==> src/cpi_cfg.svh <==
`ifndef CPI_CFG_SVH
`define CPI_CFG_SVH
`define CPI_MODE_DEFAULT      16'h2110
`define CPI_INIT_MODE_DEFAULT 8'h1D
`define CPI_GEAR_DEFAULT      15'h0064
`define CPI_TP_DEFAULT        15'h0008
`define CPI_TV_DEFAULT        15'h0002
`define CPI_KA_DEFAULT        15'h0005
`define CPI_TUNE_MIN          15'h0001
`define CPI_TYPE_QUAD         4'h0
`define CPI_TYPE_SIGN         4'h1
`define CPI_TYPE_FWDREV       4'h2
`define CPI_MULT_X1           4'h1
`define CPI_MULT_X2           4'h2
`define CPI_MULT_X4           4'h4
`define CPI_MODE_PULSE        8'h1D
`define CPI_ENC_RES           32'h0080_0000
`define CPI_TYPE_LSB          12
`define CPI_DIR_LSB           8
`define CPI_MULT_LSB          4
`endif

==> src/cpi_pkg.sv <==
package cpi_pkg;
	typedef struct packed
	{
		logic [15:0] mode_word;
		logic [7:0]  init_mode;
		logic [14:0] gear_num;
		logic [14:0] gear_den;
	} cpi_cfg_t;
	typedef struct packed
	{
		logic [14:0] position_loop_time_constant;
		logic [14:0] speed_loop_time_constant;
		logic [14:0] acceleration_loop_gain;
	} cpi_tune_t;
	typedef struct packed
	{
		logic step;
		logic dir;
	} cpi_step_t;
	typedef enum logic [2:0]
	{
		CPI_IN_QUAD   = 3'b001,
		CPI_IN_SIGN   = 3'b010,
		CPI_IN_FWDREV = 3'b100
	} cpi_in_t;
endpackage

==> src/cpi_front.sv <==
`timescale 1ns/1ps
// Behaviour
// - Type digit 0 decodes quadrature, 1 sign plus pulse, 2 forward and reverse pulse trains.
// - Direction digit 0 counts B-leading as CCW (sign high), 1 counts A-leading as CCW (sign high).
// - The direction digit only matters in quadrature mode and is ignored otherwise.
// - The pulse mode word holds 2110 by default and software keeps each digit legal.
// - At power-on the operating mode is the stored initial mode, factory 29 meaning pulse input.
// - Each pulse is scaled by numerator over denominator against 8,388,608 counts per turn of 360 degrees.
// - A changed gear ratio takes effect only after the next power cycle.
// - In pulse mode the gear scales distance and speed, in position-setting mode only distance.
// - Position loop time constant 1 to 32767 ms, default 8, smaller means more gain.
// - Speed loop time constant 1 to 32767 ms, default 2, smaller means more gain.
// - Acceleration loop gain 1 to 32767, default 5, larger means more gain.
// - Tuning values apply at once, and saving them across power loss is software's job.
// - In quadrature mode counts are multiplied by 1, 2 or 4 from the multiplier digit.
// - A changed pulse mode word is adopted only after store and power cycle.
`include "cpi_cfg.svh"
module cpi_front
(
	input  wire logic               core_clk,
	input  wire logic               rst,
	input  wire logic               pin_a,
	input  wire logic               pin_b,
	input  wire logic               pin_sign,
	input  wire cpi_pkg::cpi_cfg_t  stored_cfg,
	input  wire cpi_pkg::cpi_tune_t tune_in,
	input  wire logic               tune_load,
	output cpi_pkg::cpi_cfg_t       active_cfg,
	output cpi_pkg::cpi_tune_t      tune,
	output logic                    tune_rejected,
	output logic [7:0]              oper_mode,
	output logic                    gear_scales_speed,
	output cpi_pkg::cpi_step_t      cmd_step,
	output logic [2:0]              step_weight,
	output logic signed [31:0]      scaled_count,
	output logic [31:0]             gear_residue
);
	import cpi_pkg::*;
	typedef struct packed
	{
		logic        boot;
		cpi_cfg_t    cfg;
		cpi_tune_t   tn;
		logic        rej;
		logic [2:0]  prev;
		cpi_step_t   stp;
		logic [2:0]  wt;
		logic signed [31:0] cnt;
		logic [31:0] acc;
	} cpi_st_t;
	cpi_st_t st;
	cpi_st_t next_st;
	logic [2:0] lvl;
	cpi_in_t    in_type;
	cpi_sync u_sync
	(
		.core_clk (core_clk),
		.rst      (rst),
		.pin      ({pin_sign, pin_b, pin_a}),
		.level    (lvl)
	);
	function automatic logic tune_ok(input logic [14:0] v);
		tune_ok = (v >= `CPI_TUNE_MIN);
	endfunction
	function automatic cpi_in_t type_of(input logic [15:0] w);
		logic [3:0] d;
		d = w[`CPI_TYPE_LSB +: 4];
		if (d == `CPI_TYPE_SIGN)
			type_of = CPI_IN_SIGN;
		else if (d == `CPI_TYPE_FWDREV)
			type_of = CPI_IN_FWDREV;
		else
			type_of = CPI_IN_QUAD;
	endfunction
	function automatic logic [2:0] mult_of(input logic [15:0] w);
		logic [3:0] d;
		d = w[`CPI_MULT_LSB +: 4];
		if (d == `CPI_MULT_X4)
			mult_of = 3'h4;
		else if (d == `CPI_MULT_X2)
			mult_of = 3'h2;
		else
			mult_of = 3'h1;
	endfunction
	assign in_type = type_of(st.cfg.mode_word);
	// ----------------------------------------
	// Decode and scaling
	// ----------------------------------------
	always_comb
	begin
		logic [2:0]  rise;
		logic        qa;
		logic        qb;
		logic        cw;
		logic        ev;
		logic        quad_ev;
		logic [1:0]  pq;
		logic [1:0]  cq;
		logic [31:0] inc;
		logic [31:0] sum;
		logic [31:0] nsteps;
		rise    = lvl & ~st.prev;
		qa      = 1'b0;
		qb      = 1'b0;
		cw      = 1'b0;
		ev      = 1'b0;
		quad_ev = 1'b0;
		pq      = {st.prev[1], st.prev[0]};
		cq      = {lvl[1], lvl[0]};
		inc     = '0;
		sum     = '0;
		nsteps  = '0;
		next_st = st;
		next_st.prev = lvl;
		next_st.stp  = '0;
		next_st.wt   = '0;
		// Latch stored settings once after reset; reset stands for a power cycle
		if (!st.boot)
		begin
			next_st.boot = 1'b1;
			next_st.cfg  = stored_cfg;
		end
		// Tuning takes effect at once, out-of-range values are dropped
		if (tune_load)
		begin
			if (tune_ok(tune_in.position_loop_time_constant) && tune_ok(tune_in.speed_loop_time_constant)
				&& tune_ok(tune_in.acceleration_loop_gain))
			begin
				next_st.tn  = tune_in;
				next_st.rej = 1'b0;
			end
			else
				next_st.rej = 1'b1;
		end
		unique case (in_type)
			CPI_IN_QUAD:
			begin
				// A-leading gives the sequence 00,01,11,10 on {b,a}
				qa = (pq != cq) && (cq[0] != pq[0]);
				qb = (pq != cq) && (cq[1] != pq[1]);
				cw = (cq[0] ^ pq[1]);
				quad_ev = (qa ^ qb);
				// Quad x1 counts A rising only, x2 both A edges, x4 all edges
				if (mult_of(st.cfg.mode_word) == 3'h4)
					ev = quad_ev;
				else if (mult_of(st.cfg.mode_word) == 3'h2)
					ev = qa && !qb;
				else
					ev = rise[0] && !qb;
				if (st.cfg.mode_word[`CPI_DIR_LSB +: 4] == 4'h0)
					next_st.stp.dir = !cw;
				else
					next_st.stp.dir = cw;
				next_st.wt = 3'h1;
			end
			CPI_IN_SIGN:
			begin
				ev = rise[1];
				next_st.stp.dir = lvl[2];
				next_st.wt = 3'h1;
			end
			CPI_IN_FWDREV:
			begin
				ev = rise[0] ^ rise[1];
				next_st.stp.dir = rise[1];
				next_st.wt = 3'h1;
			end
		endcase
		if (!ev)
			next_st.wt = '0;
		next_st.stp.step = ev;
		// Gear: fractional accumulator carries num/den per pulse
		// Four subtractions bound the depth; a ratio above four leaves the surplus in the residue, which keeps growing
		if (ev && (st.cfg.gear_den != '0))
		begin
			sum = st.acc + {17'h0, st.cfg.gear_num};
			while_loop: for (int k = 0; k < 4; k++)
			begin
				if (sum >= {17'h0, st.cfg.gear_den})
				begin
					sum    = sum - {17'h0, st.cfg.gear_den};
					nsteps = nsteps + 32'h1;
				end
			end
			next_st.acc = sum;
			inc = nsteps;
			if (next_st.stp.dir)
				next_st.cnt = st.cnt - $signed(inc);
			else
				next_st.cnt = st.cnt + $signed(inc);
		end
	end
	// ----------------------------------------
	// State register
	// ----------------------------------------
	always_ff @(posedge core_clk or posedge rst)
	begin
		if (rst)
		begin
			st <= '0;
			st.cfg.mode_word <= `CPI_MODE_DEFAULT;
			st.cfg.init_mode <= `CPI_INIT_MODE_DEFAULT;
			st.cfg.gear_num  <= `CPI_GEAR_DEFAULT;
			st.cfg.gear_den  <= `CPI_GEAR_DEFAULT;
			st.tn.position_loop_time_constant <= `CPI_TP_DEFAULT;
			st.tn.speed_loop_time_constant    <= `CPI_TV_DEFAULT;
			st.tn.acceleration_loop_gain      <= `CPI_KA_DEFAULT;
		end
		else
			st <= next_st;
	end
	// ----------------------------------------
	// Outputs
	// ----------------------------------------
	assign active_cfg        = st.cfg;
	assign tune              = st.tn;
	assign tune_rejected     = st.rej;
	assign oper_mode         = st.cfg.init_mode;
	assign gear_scales_speed = (st.cfg.init_mode == `CPI_MODE_PULSE);
	assign cmd_step          = st.stp;
	assign step_weight       = st.wt;
	assign scaled_count      = st.cnt;
	assign gear_residue      = st.acc;
endmodule

==> src/cpi_sync.sv <==
`timescale 1ns/1ps
module cpi_sync
(
	input  wire logic       core_clk,
	input  wire logic       rst,
	input  wire logic [2:0] pin,
	output logic      [2:0] level
);
	import cpi_pkg::*;
	typedef struct packed
	{
		logic [2:0] s1;
		logic [2:0] s2;
		logic [2:0] s3;
		logic [2:0] lvl;
	} cpi_sync_st_t;
	cpi_sync_st_t st;
	cpi_sync_st_t next_st;
	// ----------------------------------------
	// Three stages, change taken when 2 and 3 agree
	// ----------------------------------------
	always_comb
	begin
		next_st    = st;
		next_st.s1 = pin;
		next_st.s2 = st.s1;
		next_st.s3 = st.s2;
		for (int i = 0; i < 3; i++)
		begin
			if (st.s2[i] == st.s3[i])
				next_st.lvl[i] = st.s3[i];
		end
	end
	always_ff @(posedge core_clk or posedge rst)
	begin
		if (rst)
			st <= '0;
		else
			st <= next_st;
	end
	assign level = st.lvl;
endmodule

==> config.mk <==
export PLATFORM = sky130hd
export DESIGN_NAME = cpi_front
export DESIGN_NICKNAME = d
export VERILOG_FILES = /design/src/cpi_pkg.sv /design/src/cpi_front.sv /design/src/cpi_sync.sv
export VERILOG_INCLUDE_DIRS = /design/src /design/src/src
export SDC_FILE = /design/constraint.sdc
export NUM_CORES = 1
export LEC_CHECK = 0
export BUFFER_PORTS_ARGS = -buffer_cell sky130_fd_sc_hd__buf_2
export CAP_MARGIN = 20
export CORE_MARGIN = 2
export CORE_UTILIZATION = 50
export CTS_BUF_LIST = sky130_fd_sc_hd__clkbuf_16
export CTS_CLUSTER_DIAMETER = 150
export DETAILED_ROUTE_END_ITERATION = 16
export PLACE_DENSITY = 0.69
export SETUP_SLACK_MARGIN = 0.1
export SLEW_MARGIN = 20
export SYNTH_ARGS = -nofsm -noshare
export SYNTH_HDL_FRONTEND = slang
export SYNTH_SLANG_ARGS = --single-unit
==> constraint.sdc <==
create_clock -name core_clk -period 41.2 [get_ports core_clk]
set_clock_uncertainty 0.1 [all_clocks]
set_input_delay 6.18 -clock core_clk [delete_from_list [all_inputs] [get_ports core_clk]]
set_output_delay 6.18 -clock core_clk [all_outputs]
set_load 0.005 [all_outputs]
==> metrics.cfg <==
[setup_path]
critical_path_class=flip-flop to flip-flop
critPathMaxFanout=31
cpMostUsedCell=o21ai_0
crit_arrival_ns=24.57
worstSetupStartpointType=flip-flop
worstRegToRegCells=95
critPathSlowestCell=and4_1
r2r-end=scaled_count[31]
r2r_setup_slack_ns=16.86
worst_path_largest_cell_delay_ns=0.84
worstPathRequired_ns=41.42
worstReg2RegStart=active_cfg[15]
crit_path_end_kind=flip-flop

[final_layout]
final_cell_mix=280 x buf_2, 163 x dfrtp_1, 158 x nand2_1, 113 x nor2_1, 113 x ha_1
layout_commonest_cell=buf_2
layout-drive-gt1-share_pct=25.00
syn_to_final_growth_pct=6.340
fillers=3015
nets=2167

[global_routing]
grt_pass1_vias=13950
grt_max_degree=107
grt_pass1_wl_um=76620
grt_usage_pct=28.52
grt_overflow_total=0
grt_antenna_before_repair=3

[timing]
rsz0062_at_grt=false
drv_slew=0
fin_crit_sh_pct=59.09
tightestPinTransition_ns=0.9227
layout_setup_ws_ns=16.86
timing_hold_violations_final=0
fmax_ghz=0.04108
setup_tns_ns=0
maxSlewHeadroom_pct=38.49
setup_viol=0
post-route-min-period_ns=24.34

[detailed_routing]
ant_nets=0
drc=0
wl_per_cell_um=20.31
finalWirelength_um=48750
post_drt_via_cell_ratio=5.977
drtIter0Drc=1212
vias=14350
drt_pass1_iterations=5

[place]
pre_cts_ws_ns=17.13
globalplace.congestion=0.9783
hpwlAfterDp_um=38770
port_buffers=280

[yosys]
ys_types=107
syn_inst=1868
synthTopCellsByArea=dfrtp_1 25%, ha_1 8.6%, buf_4 8.1%
yosysTopAreaCell=dfrtp_1
avgSynthCellArea_um2=8.833
synth_ff_type=dfrtp_1
ys_seq_elements=181
synth_top_area_share_pct=24.87
syn_area_um2=16500
synth_edf_count=0
yosys_warnings=0
ys_async_sr_fraction_pct=100.0
seq_area_frac_synth_pct=27.58

[worst_hold_path]
whs_path_depth=0
hp-start=u_sync.next_st[7]
hold_class=flip-flop to flip-flop
holdPathEnd=u_sync.next_st[4]

[die]
start_util_pct=50.71
num_io_pins=283
core_um2=32540
die_y_um=185.7
die_w_um=185.7
die-area_um2=34470
placementRows=66

[cts]
h-tree-depth=4
postCtsHoldBufs=0
cts_tree=done
root_buffer=clkbuf_16
cts_buffers=17
clkSlewWorstSetupHoldPaths_ns=0.08
post_cts_resized=0
clock-sinks=181
clk_latency_ns=0.45
postCtsSetupBuffers=0
clk_path_buf_depth=2

[run]
maxCapViolations=0

[run_status]
status=complete, no violations

[stage by stage]
stage                     utilization (%)  hold WS, ns  cell area [um2]  instances
after floorplan                         -       0.2312            16510       1870
after global placement              52.13       0.2345            16960       2366
after detailed placement            52.13       0.2362            16960       2366
after CTS                           53.90       0.2521            17540       2398
after global routing                53.91       0.2541            17540       2398
final                               53.93       0.2502            17550       2400
[logic make-up after synthesis]
logic type,after synthesis,synth area share (%)
AO/OA/AOI/OAI,464,19.18
XOR/XNOR,126,6.908
adder cells (fa/ha/maj),122,9.479
buffers and inverters,298,11.09
flip-flops,181,27.58
multiplexers,121,8.122
other,2,0.04552
AND/OR/NAND/NOR,554,17.60
[worst max-delay path: cells and delay by family, from the launching register on]
family                     cells  cell delay [ns]
AOI/OAI and AO/OA             56            12.24
and+or+nand+nor               25             6.84
adders and majority gates      8             2.53
buffers and inverters          2             1.20
xor gates and xnor gates       3             0.54
DFF                            1             0.40
muxes                          1             0.33
[worst max path at each step]
stage	cells past startpoint	start	endpoint	slack, ns
2_1_floorplan	103	active_cfg[15]	scaled_count[30]	21.08
3_3_place_gp	97	active_cfg[15]	scaled_count[31]	18.05
3_5_place_dp	97	active_cfg[15]	scaled_count[31]	17.13
6_report	95	active_cfg[15]	scaled_count[31]	16.86
4_1_cts	97	active_cfg[15]	scaled_count[31]	16.97
5_1_grt	97	active_cfg[15]	scaled_count[31]	14.47
[final cells by class]
cell class | count | area (um2) | area share [%]
multi-input cells | 1391 | 10150 | 57.84
clock inverters | 15 | 152.6 | 0.8700
clock buffers | 17 | 425.4 | 2.425
diodes | 2 | 5.005 | 0.02852
flip-flops and latches | 181 | 4552 | 25.94
well taps | 442 | 553.0 | 3.152
repair buffers | 288 | 1461 | 8.329
inverters | 64 | 247.7 | 1.412
[sequential cells by signal, summed over array words and instances (netlist names)]
signal and flops:
cmd_step 1, tune 45, step_weight 1, st 3, gear_residue 32, oper_mode 8, active_cfg 46, tune_rejected 1
u_sync.level 3, u_sync.next_st 6, u_sync.st 3, scaled_count 32
[Yosys cell counts, types with 6 or more instances]
| cell | count |
|---|---|
| buf_4 | 177 |
| dfrtp_1 | 164 |
| nand2_1 | 158 |
| nor2_1 | 114 |
| ha_1 | 113 |
| o21ai_0 | 108 |
| mux2_2 | 103 |
| a21oi_1 | 102 |
| xnor2_1 | 75 |
| inv_1 | 63 |
| xor2_1 | 47 |
| a21o_1 | 42 |
| nand3_1 | 39 |
| nor3_1 | 39 |
| clkbuf_1 | 36 |
| nand4_1 | 31 |
| o31ai_1 | 27 |
| nor4_1 | 26 |
| o21bai_1 | 22 |
| nand2b_1 | 21 |
| or3_1 | 20 |
| mux2i_1 | 18 |
| a31oi_1 | 17 |
| dfstp_2 | 17 |
| o211ai_1 | 16 |
| o21a_1 | 15 |
| nor2b_1 | 14 |
| a211oi_1 | 13 |
| and2_1 | 13 |
| buf_2 | 12 |
| a21boi_0 | 11 |
| and4_1 | 11 |
| a211o_1 | 10 |
| o41ai_1 | 10 |
| and3_1 | 9 |
| or4_1 | 9 |
| or2_2 | 7 |
| fa_1 | 6 |
| o21ai_1 | 6 |
[routing by layer]
layer	GRT usage, %	wire length (um)	up-vias
met2	47.06	22760	569
met4	10.08	1507	0
met1	37.70	20810	6912
met3	4.911	3670	82
li1	-	-	6782
met5	0	0	-
Power is not shown: default switching activity piles up to over one toggle a cycle in this logic, so the estimate is an artifact.
